`config.mk`:
```
export PLATFORM = sky130hd
export DESIGN_NAME = capture_compare_unit
export DESIGN_NICKNAME = d
export VERILOG_FILES = /design/src/rtl/ccp_pkg.sv /design/src/rtl/capture_compare_unit.sv
export SDC_FILE = /design/constraint.sdc
export NUM_CORES = 1
export LEC_CHECK = 0
export BUFFER_PORTS_ARGS = -buffer_cell sky130_fd_sc_hd__buf_2
export CAP_MARGIN = 10
export CORE_UTILIZATION = 30
export CTS_CLUSTER_SIZE = 14
export DETAILED_ROUTE_END_ITERATION = 8
export MAX_ROUTING_LAYER = met4
export PLACE_DENSITY = 0.52
export SLEW_MARGIN = 20
export SYNTH_ARGS = -nofsm -noshare
export SYNTH_HDL_FRONTEND = slang
export SYNTH_SLANG_ARGS = --single-unit
export TNS_END_PERCENT = 10
```
`constraint.sdc`:
```
create_clock -name pclk -period 2.9 [get_ports pclk]
set_input_delay 0.58 -clock pclk [delete_from_list [all_inputs] [get_ports pclk]]
set_output_delay 0.58 -clock pclk [all_outputs]
set_load 0.05 [all_outputs]
```
`src/rtl/ccp_pkg.sv`:
```
package ccp_pkg;

  // Register indices; byte address is four times the index
  localparam logic [7:0] IDX_FLAGS1 = 8'h0C;
  localparam logic [7:0] IDX_FLAGS2 = 8'h0D;
  localparam logic [7:0] IDX_VAL1L = 8'h15;
  localparam logic [7:0] IDX_VAL1H = 8'h16;
  localparam logic [7:0] IDX_CTRL1 = 8'h17;
  localparam logic [7:0] IDX_VAL2L = 8'h1B;
  localparam logic [7:0] IDX_VAL2H = 8'h1C;
  localparam logic [7:0] IDX_CTRL2 = 8'h1D;
  localparam logic [7:0] IDX_ENABLES1 = 8'h8C;
  localparam logic [7:0] IDX_ENABLES2 = 8'h8D;

  localparam int ADDR_W = 12;
  localparam int CTRL_W = 6;
  localparam int MODE_LSB = 0;
  localparam int DUTY_LSB = 4;

  // Event flag positions
  localparam int FLAG1_UNIT1_BIT = 2;
  localparam int FLAG1_TIMER1_COUNT_OVF_BIT = 0;
  localparam int FLAG2_UNIT2_BIT = 0;

  localparam logic [7:0] FLAGS_RESET = 8'h00;
  localparam logic [7:0] ENABLES_RESET = 8'h00;
  localparam logic [5:0] CTRL_RESET = 6'h00;
  localparam logic [15:0] VALUE_RESET = 16'h0000;

  localparam logic [3:0] MODE_OFF = 4'h0;
  localparam logic [3:0] MODE_CAP_FALL = 4'h4;
  localparam logic [3:0] MODE_CAP_RISE = 4'h5;
  localparam logic [3:0] MODE_CAP_RISE4 = 4'h6;
  localparam logic [3:0] MODE_CAP_RISE16 = 4'h7;
  localparam logic [3:0] MODE_CMP_SET = 4'h8;
  localparam logic [3:0] MODE_CMP_CLR = 4'h9;
  localparam logic [3:0] MODE_CMP_SOFT = 4'hA;
  localparam logic [3:0] MODE_CMP_TRIG = 4'hB;
  localparam logic [1:0] GROUP_CAP = 2'h1;
  localparam logic [1:0] GROUP_CMP = 2'h2;
  localparam logic [1:0] GROUP_PWM = 2'h3;

  localparam logic [3:0] PRESC_LAST4 = 4'h3;
  localparam logic [3:0] PRESC_LAST16 = 4'hF;

  typedef struct packed {
    logic [5:0] ctrl;
    logic [15:0] value;
    logic [3:0] presc;
    logic sync1;
    logic sync2;
    logic prev;
    logic out;
    logic oe_n;
    logic eq_prev;
  } unit_state_t;

  typedef struct packed {
    unit_state_t [1:0] unit;
    logic [7:0] flags1;
    logic [7:0] flags2;
    logic [7:0] enables1;
    logic [7:0] enables2;
    logic timer1_reset;
    logic adc_start;
    logic reset_from_unit2;
    logic pready;
    logic pslverr;
    logic [31:0] prdata;
  } state_t;

endpackage

```
`src/rtl/capture_compare_unit.sv`:
```
`timescale 1ns/1ps

// Function
// - Mode 0000 turns unit off, clears latch, prescaler and compare history
// - Modes 0100-0111 pick capture edge and prescale
// - Modes 1000/1001 set/clear pin, raise flag
// - Mode 1010 raises flag only
// - Mode 1011 flag plus special event trigger
// - Modes 11xx give no PWM output, bits 5-4 duty low only stored
// - Value low/high and control are read/write
// - Control bits 7-6 read zero
// - Capture copies full timer1 count
// - Capture sets flag; only software clears
// - New capture overwrites unread value
// - Capture watches pin level, even driven
// - Mode change may set flag spuriously
// - Prescaler cleared when off or not capturing
// - Prescaler switch keeps count; software clears first
// - Compare equality applies action and flag together
// - Units identical except trigger side effects
// - No timer2 base; PWM modes only hold the compare latch on the pin
// - Software timer1 write beats trigger reset
// - Zero control forces compare latch low
// - Unit 2 trigger never sets overflow flag
module capture_compare_unit #(
  parameter int TIMER_W = 16
) (
  input wire logic pclk,
  input wire logic presetn,
  input wire logic psel,
  input wire logic penable,
  input wire logic pwrite,
  input wire logic [ccp_pkg::ADDR_W-1:0] paddr,
  input wire logic [31:0] pwdata,
  output logic [31:0] prdata,
  output logic pready,
  output logic pslverr,
  input wire logic [TIMER_W-1:0] timer1_count,
  input wire logic timer1_write,
  input wire logic timer1_overflow,
  input wire logic adc_enabled,
  input wire logic [1:0] port_c_direction,
  input wire logic [1:0] unit_pin_in,
  output logic [1:0] unit_pin_out,
  output logic [1:0] unit_pin_oe_n,
  output logic timer1_reset,
  output logic adc_start
);

  if (TIMER_W != 16) begin : g_width_check
    $error("TIMER_W must be 16");
  end

  ccp_pkg::state_t s_r;
  ccp_pkg::state_t s_nxt;
  logic [1:0] cap_w;
  logic [1:0] hit_w;
  logic [1:0] trig_w;
  logic acc_done_w;
  logic [7:0] idx_w;

  assign acc_done_w = psel & penable & s_r.pready;
  assign idx_w = paddr[9:2];

  always_comb begin
    logic [3:0] mode;
    logic [1:0] grp;
    logic rise;
    logic fall;
    logic match;
    logic wr;
    logic mapped;
    logic [7:0] rd;
    mode = 4'h0;
    grp = 2'h0;
    rise = 1'b0;
    fall = 1'b0;
    match = 1'b0;
    rd = 8'h00;
    mapped = 1'b1;
    s_nxt = s_r;
    cap_w = 2'b00;
    hit_w = 2'b00;
    trig_w = 2'b00;
    wr = acc_done_w & pwrite & (paddr[1:0] == 2'b00) &
      (paddr[ccp_pkg::ADDR_W-1:10] == 2'b00);

    // Software writes land first so that hardware events win below
    if (wr) begin
      case (idx_w)
        ccp_pkg::IDX_FLAGS1: s_nxt.flags1 = pwdata[7:0];
        ccp_pkg::IDX_FLAGS2: s_nxt.flags2 = pwdata[7:0];
        ccp_pkg::IDX_ENABLES1: s_nxt.enables1 = pwdata[7:0];
        ccp_pkg::IDX_ENABLES2: s_nxt.enables2 = pwdata[7:0];
        ccp_pkg::IDX_VAL1L: s_nxt.unit[0].value[7:0] = pwdata[7:0];
        ccp_pkg::IDX_VAL1H: s_nxt.unit[0].value[15:8] = pwdata[7:0];
        ccp_pkg::IDX_CTRL1: s_nxt.unit[0].ctrl = pwdata[5:0];
        ccp_pkg::IDX_VAL2L: s_nxt.unit[1].value[7:0] = pwdata[7:0];
        ccp_pkg::IDX_VAL2H: s_nxt.unit[1].value[15:8] = pwdata[7:0];
        ccp_pkg::IDX_CTRL2: s_nxt.unit[1].ctrl = pwdata[5:0];
        default: begin
        end
      endcase
    end

    for (int u = 0; u < 2; u++) begin
      mode = s_r.unit[u].ctrl[3:0];
      grp = mode[3:2];
      // Level of the pin itself, whatever drives it
      s_nxt.unit[u].sync1 = unit_pin_in[u];
      s_nxt.unit[u].sync2 = s_r.unit[u].sync1;
      s_nxt.unit[u].prev = s_r.unit[u].sync2;
      rise = s_r.unit[u].sync2 & ~s_r.unit[u].prev;
      fall = ~s_r.unit[u].sync2 & s_r.unit[u].prev;
      s_nxt.unit[u].oe_n = port_c_direction[u];

      // Prescaler kept across capture-mode changes, cleared otherwise
      if (grp != ccp_pkg::GROUP_CAP) begin
        s_nxt.unit[u].presc = 4'h0;
      end
      case (mode)
        ccp_pkg::MODE_CAP_FALL: cap_w[u] = fall;
        ccp_pkg::MODE_CAP_RISE: cap_w[u] = rise;
        ccp_pkg::MODE_CAP_RISE4: begin
          if (rise) begin
            cap_w[u] = (s_r.unit[u].presc == ccp_pkg::PRESC_LAST4);
            s_nxt.unit[u].presc = cap_w[u] ? 4'h0 : s_r.unit[u].presc + 4'h1;
          end
        end
        ccp_pkg::MODE_CAP_RISE16: begin
          if (rise) begin
            cap_w[u] = (s_r.unit[u].presc == ccp_pkg::PRESC_LAST16);
            s_nxt.unit[u].presc = s_r.unit[u].presc + 4'h1;
          end
        end
        default: begin
        end
      endcase
      if (cap_w[u]) begin
        s_nxt.unit[u].value = timer1_count;
      end

      // Edge of equality, not its level
      match = (s_r.unit[u].value == timer1_count);
      hit_w[u] = (grp == ccp_pkg::GROUP_CMP) & match & ~s_r.unit[u].eq_prev;
      s_nxt.unit[u].eq_prev = (grp == ccp_pkg::GROUP_CMP) & match;
      if (hit_w[u]) begin
        case (mode)
          ccp_pkg::MODE_CMP_SET: s_nxt.unit[u].out = 1'b1;
          ccp_pkg::MODE_CMP_CLR: s_nxt.unit[u].out = 1'b0;
          ccp_pkg::MODE_CMP_SOFT: s_nxt.unit[u].out = s_r.unit[u].out;
          ccp_pkg::MODE_CMP_TRIG: trig_w[u] = 1'b1;
          default: begin
          end
        endcase
      end

      // Off clears latch, prescaler and compare history
      if (mode == ccp_pkg::MODE_OFF) begin
        s_nxt.unit[u].out = 1'b0;
        s_nxt.unit[u].presc = 4'h0;
        s_nxt.unit[u].eq_prev = 1'b0;
      end
      // PWM waveform is not generated here; duty bits only stored
      // No timer2 inside and no timer2 input, so neither unit has a PWM time base
    end

    // A mode write can raise a flag, e.g. entering compare while value equals timer1
    // Flags: hardware set wins over a same-cycle software clear
    if (cap_w[0] | hit_w[0]) begin
      s_nxt.flags1[ccp_pkg::FLAG1_UNIT1_BIT] = 1'b1;
    end
    if (cap_w[1] | hit_w[1]) begin
      s_nxt.flags2[ccp_pkg::FLAG2_UNIT2_BIT] = 1'b1;
    end

    // Software write to timer1 takes precedence over the trigger
    s_nxt.timer1_reset = (trig_w[0] | trig_w[1]) & ~timer1_write;
    s_nxt.adc_start = trig_w[1] & adc_enabled;
    // Timer wraps one cycle after our reset pulse; mask that overflow only while unit 2 is in mode 1011
    s_nxt.reset_from_unit2 = s_r.timer1_reset &
      (s_r.unit[1].ctrl[3:0] == ccp_pkg::MODE_CMP_TRIG);
    if (timer1_overflow & ~s_r.reset_from_unit2) begin
      s_nxt.flags1[ccp_pkg::FLAG1_TIMER1_COUNT_OVF_BIT] = 1'b1;
    end

    // Two-cycle access phase keeps pready registered
    case (idx_w)
      ccp_pkg::IDX_FLAGS1: rd = s_r.flags1;
      ccp_pkg::IDX_FLAGS2: rd = s_r.flags2;
      ccp_pkg::IDX_ENABLES1: rd = s_r.enables1;
      ccp_pkg::IDX_ENABLES2: rd = s_r.enables2;
      ccp_pkg::IDX_VAL1L: rd = s_r.unit[0].value[7:0];
      ccp_pkg::IDX_VAL1H: rd = s_r.unit[0].value[15:8];
      ccp_pkg::IDX_CTRL1: rd = {2'b00, s_r.unit[0].ctrl};
      ccp_pkg::IDX_VAL2L: rd = s_r.unit[1].value[7:0];
      ccp_pkg::IDX_VAL2H: rd = s_r.unit[1].value[15:8];
      ccp_pkg::IDX_CTRL2: rd = {2'b00, s_r.unit[1].ctrl};
      default: mapped = 1'b0;
    endcase
    if (paddr[1:0] != 2'b00 || paddr[ccp_pkg::ADDR_W-1:10] != 2'b00) begin
      mapped = 1'b0;
    end
    s_nxt.pready = psel & penable & ~s_r.pready;
    if (psel & penable & ~s_r.pready) begin
      s_nxt.prdata = (mapped & ~pwrite) ? {24'h000000, rd} : 32'h00000000;
      s_nxt.pslverr = ~mapped;
    end else begin
      s_nxt.prdata = 32'h00000000;
      s_nxt.pslverr = 1'b0;
    end
  end

  always_ff @(posedge pclk or negedge presetn) begin
    if (!presetn) begin
      for (int u = 0; u < 2; u++) begin
        s_r.unit[u].ctrl <= ccp_pkg::CTRL_RESET;
        s_r.unit[u].value <= ccp_pkg::VALUE_RESET;
        s_r.unit[u].presc <= 4'h0;
        s_r.unit[u].sync1 <= 1'b0;
        s_r.unit[u].sync2 <= 1'b0;
        s_r.unit[u].prev <= 1'b0;
        s_r.unit[u].out <= 1'b0;
        s_r.unit[u].oe_n <= 1'b1;
        s_r.unit[u].eq_prev <= 1'b0;
      end
      s_r.flags1 <= ccp_pkg::FLAGS_RESET;
      s_r.flags2 <= ccp_pkg::FLAGS_RESET;
      s_r.enables1 <= ccp_pkg::ENABLES_RESET;
      s_r.enables2 <= ccp_pkg::ENABLES_RESET;
      s_r.timer1_reset <= 1'b0;
      s_r.adc_start <= 1'b0;
      s_r.reset_from_unit2 <= 1'b0;
      s_r.pready <= 1'b0;
      s_r.pslverr <= 1'b0;
      s_r.prdata <= 32'h00000000;
    end else begin
      s_r <= s_nxt;
    end
  end

  assign prdata = s_r.prdata;
  assign pready = s_r.pready;
  assign pslverr = s_r.pslverr;
  assign unit_pin_out = {s_r.unit[1].out, s_r.unit[0].out};
  assign unit_pin_oe_n = {s_r.unit[1].oe_n, s_r.unit[0].oe_n};
  assign timer1_reset = s_r.timer1_reset;
  assign adc_start = s_r.adc_start;
endmodule

```
### Word-level counts from Yosys, hierarchy flattened

Index checks and enable logic that the tools add are counted.

| operators by class | value |
|---|---|
| add/subtract/negate cells | 2 |
| $mul | 0 |
| div/mod/pow operators | 0 |
| order comparisons | 0 |
| eq/ne operators | 34 |
| shifts and indexed selects | 0 |
| mux-type cells | 51 |
| bitwise logic cells | 33 |
| reduce and logical (&&, ||, !) cells | 39 |

Operators with widths:

| cell | count |
|---|---|
| one-hot mux 8 bit (10 select lines) | 1 |
| two-way mux 16 bit | 4 |
| two-way mux 8 bit | 8 |
| equality test 8 x 5 -> 1 bit (second input constant) | 6 |
| two-way mux 4 bit | 10 |
| two-way mux 33 bit | 1 |
| equality test 16 bit | 2 |
| equality test 4 x 3 -> 1 bit (second input constant) | 8 |
| equality test 4 bit (second input constant) | 8 |
| nonzero test 2 bit | 16 |
| AND reduction 2 bit | 15 |
| two-way mux 27 bit | 1 |
| bitwise AND 1 bit | 19 |
| two-way mux 1 bit | 19 |
| equality test 8 x 4 -> 1 bit (second input constant) | 2 |
| equality test 8 bit (second input constant) | 2 |
| one-hot mux 4 bit (2 select lines) | 2 |
| NOT 1 bit | 11 |
| OR reduction 10 bit | 1 |
| adder 4 x 1 -> 4 bit (second input constant) | 2 |
| equality test 4 x 2 -> 1 bit (second input constant) | 2 |
| logical NOT 4 bit | 2 |
| one-hot mux 1 bit (4 select lines) | 2 |
| nonzero test 3 bit | 2 |
| 7 further kinds | 13 |

| storage, ports and cells | value |
|---|---|
| register bits | 133 |
| bits in latches | 0 |
| RAM bits | 0 |
| memory bits (read-only) | 0 |
| input bits | 72 |
| output and inout port bits | 40 |
| word-level logic and storage cells | 192 |
| memories kept | 0 |

### Longest topological paths before layout

| logic depth | value |
|---|---|
| word-level depth | 7 |
| depth in mapped cells | 7 |

### Worst setup path before layout

OpenSTA, ideal clock, no wires.

| timing path | value |
|---|---|
| kind | input-to-reg |
| from | input paddr[9] in the netlist's numbering |
| to | register s_r[127] in the netlist's numbering |
| library setup time | 0.125 ns |
| arrival time | 2.108 ns |
| required time | 2.775 ns |
| setup slack | 0.667 ns |
| stages on the path | 5 |
| cell sequence | buf_6 > or4b_1 > buf_2 > nor4_4 > mux2_2 |

| between the ends | value |
|---|---|
| cells in the longest elaborated chain, start to end | 2 |

Ends and longest elaborated chain:

| item | RTL line | RTL |
|---|---|---|
| start, declared | capture_compare_unit.sv:33 | `input wire logic [ccp_pkg::ADDR_W-1:0] paddr,` |
| equality test 8 x 5 -> 1 bit | capture_compare_unit.sv:90 | `case (idx_w)` |
| AND reduction 2 bit (no line) | -- |  |
| end signal, assigned | capture_compare_unit.sv:238 | `s_r <= s_nxt;` |
| end, declared | capture_compare_unit.sv:54 | `ccp_pkg::state_t s_r;` |

Every way passes these cells.
A chain may end at the register's enable or synchronous reset.

### Final worst setup path

| timing path | value |
|---|---|
| from | input paddr[1] in the netlist's numbering |
| to | register s_r[49] in the netlist's numbering |

| between the ends | value |
|---|---|
| cells in the longest elaborated chain, start to end | 4 |

Ends and longest elaborated chain:

| item | RTL line | RTL |
|---|---|---|
| logical NOT 2 bit | capture_compare_unit.sv:85 | `wr = acc_done_w & pwrite & (paddr[1:0] == 2'b00) &` |
| bitwise AND 1 bit (2 in a row) | capture_compare_unit.sv:85 |  |
| AND reduction 2 bit (no line) | -- |  |

Every way passes these cells.

==> impl_metrics.yaml <==
drt:
  postRouteAntennaNets: 0
  first_pass_iters: 5
  drtIter0Drc: 360
  drt_wl_total_um: 16700
  viasPerCell: 5.04
  via_count: 4594
  wl_per_cell_um: 18.3
  route.detailed.drc: 0
global_route:
  grt_pass1_vias: 4469
  antenna_found_initial: 0
  grt_overflow: 0
  grt_pass1_wl_um: 26000
  grt_util_all_layers_pct: 17.5
  grt_max_degree: 50
clocking:
  ctsHoldBuffers: 0
  cts_tree: "yes"
  cts_setup_buffers: 0
  clkLatencyLatePin_ns: 0.36
  clk_pin_slew_ns: 0.07
  cts_buffer_depth: 2
  root_buffer: "clkbuf_16"
  cts_max_level: 3
  numCtsBuffers: 9
  post_cts_resized: 0
  clkSinkCount: 109
worst_setup_path:
  required_ns: 3.14
  start_kind: "input port"
  end_kind: "flop"
  crit_type: "in -> reg"
  cp.arrival_ns: 2.44
  path_max_fanout: 9
job:
  maxCapViolCount: 0
min_path:
  hp-class: "in -> async"
placed_design:
  dpl.hpwl_um: 12100
  gp_congestion: 0.888
  io_buffers: 63
sta:
  fmax_mhz: 456
  period_share_pct: 75.6
  slew_violations: 0
  final_hold_viol_count: 0
  finalSetupViolations: 0
  max_slew_margin_pct: 53.4
  fin_crit_ns: 2.19
  fin_setup_tns_ns: 0
  worstMarginPinSlew_ns: 0.694
  fin_worst_skew_ns: 0.00745
  rsz0062_at_grt: "no"
logic_synthesis:
  netlist_area_um2: 6030
  syn_inst: 591
  async_reset_ff_share_pct: 100
  yosys_register_bits: 109
  synth_warnings: 0
  synth_cell_type_count: 65
  seq_area_frac_synth_pct: 45.3
  post_synth.cell_area_avg_um2: 10.2
  synth-edff-count: 0
  synthFlopType: "dfrtp_1"
floorplan:
  die-area_um2: 20700
  initial_core_util_pct: 30.8
  dieHeight_um: 144
  core_area_um2: 19600
  ios: 112
  die_w_um: 144
  num_rows: 51
final_layout:
  drive_above_1_share_pct: 24.4
  mostFrequentLayoutCells: "dfrtp_1, buf_2, nand2_1, mux2i_1, mux2_2"
  diodes: 0
  nNetsFinal: 716
  multi_input_area_um2: 2960
  layout_commonest_cell: "dfrtp_1"
  num-fill-cells: 1955
  syn2layout_area_growth_pct: 13.4
  final-seq-area_um2: 2730
pwr:
  ir_worst_vdd_v: 0.000342
  power_density_nw_per_um2: 451
  p_leak_nw: 3.03
  power_mw: 3.08
status:
  outcome: "finished, final reports clean"
==> stage by stage <==
step / hold WS [ns] / setup WS (ns) / instance area (um^2) / utilization (%) / cells
2_1_floorplan: 0.284 / 0.667 / 6120 / - / 614
3_3_place_gp: 0.334 / 0.371 / 6560 / 33.5 / 896
3_5_place_dp: 0.341 / 0.337 / 6560 / 33.5 / 896
4_1_cts: 0.243 / 0.709 / 6840 / 34.9 / 912
5_1_grt: 0.259 / 0.685 / 6840 / 34.9 / 912
6_report: 0.215 / 0.706 / 6840 / 34.9 / 912
==> routing by layer <==
metal	track usage, %	share of wire [%]	vias to the layer above
met4	4.70	1.4	0
met2	26.3	45	150
li1	-	-	2165
met1	24.3	48	2264
met5	-	0	-
met3	2.83	5.0	15
==> critical path, cell delays in order <==
cell    delay (ns)
buf_2         0.10
or4_4         0.59
nor2_4        0.28
and3_1        0.49
mux2_2        0.39
==> state kept, by name, indices dropped and copies added, names as in the netlist <==
| name | flops |
|---|---|
| s_r | 89 |
| prdata | 8 |
| s_nxt | 4 |
| unit_pin_oe_n | 2 |
| unit_pin_out | 2 |
| adc_start | 1 |
| pready | 1 |
| pslverr | 1 |
| timer1_reset | 1 |
==> final cells by class <==
cell class                      count  share of cell area (%)
Clock inverter                      4                   0.475
Inverter                            7                   0.384
Sequential cell                   109                    39.9
Multi-Input combinational cell    429                    43.3
Clock buffer                       12                    3.75
Tap cell                          265                    4.84
Timing Repair Buffer               86                    7.35
==> where the power goes <==
group / internal [mW] / switching (mW)
logic: 0.0833 / 0.228
clock network: 0.634 / 0.582
registers: 1.54 / 0.0181
==> cell families after synthesis <==
family	share of synthesized area, %
AO/OA/AOI/OAI	11.4
XOR/XNOR	4.36
adder cells (fa/ha/maj)	0.415
buffers and inverters	7.34
flip-flops	45.3
multiplexers	15.3
other	0.0622
AND/OR/NAND/NOR	15.8
==> cells in the mapped netlist (4+ instances only) <==
library cell,n,area share (%)
and2_1,4,0.41
nand3_1,10,0.83
mux2i_1,44,7.3
mux2_2,43,8.0
clkbuf_1,26,1.6
nand2b_1,5,0.52
a31oi_1,4,0.41
a22oi_1,14,1.7
buf_4,39,4.9
a21oi_1,39,3.2
nor3_1,7,0.58
nor2_1,35,2.2
o21ai_0,27,2.2
nand4_1,11,1.1
o22ai_1,4,0.41
nor2b_1,10,1.0
nand2_1,49,3.0
xor2_1,11,1.6
and3_1,5,0.52
a32oi_1,4,0.58
dfrtp_1,107,44
nand4b_1,4,0.58
xnor2_1,19,2.8
inv_1,7,0.44
nor4_1,6,0.62
==> worst paths after layout <==
| check | startpoint | slack, ns | end | cells past startpoint |
|---|---|---|---|---|
| setup / recovery | paddr[1] | 0.71 | s_r[49]$_DFFE_PN0P_ | 5 |
| hold / removal | presetn | 0.22 | s_r[81]$_DFFE_PN0P_ | 1 |
| max in group asynchronous | presetn | 1.94 | unit_pin_oe_n[0]$_DFF_PN1_ | 2 |
| min in group pclk | port_c_direction[1] | 0.31 | unit_pin_oe_n[1]$_DFF_PN1_ | 1 |
| hold reg to reg | s_nxt[105]$_DFF_PN0_ | 0.35 | s_nxt[104]$_DFF_PN0_ | 0 |
| setup reg to reg | pready$_DFF_PN0_ | 0.95 | s_r[49]$_DFFE_PN0P_ | 4 |
Power figures use the tool's default switching activity.
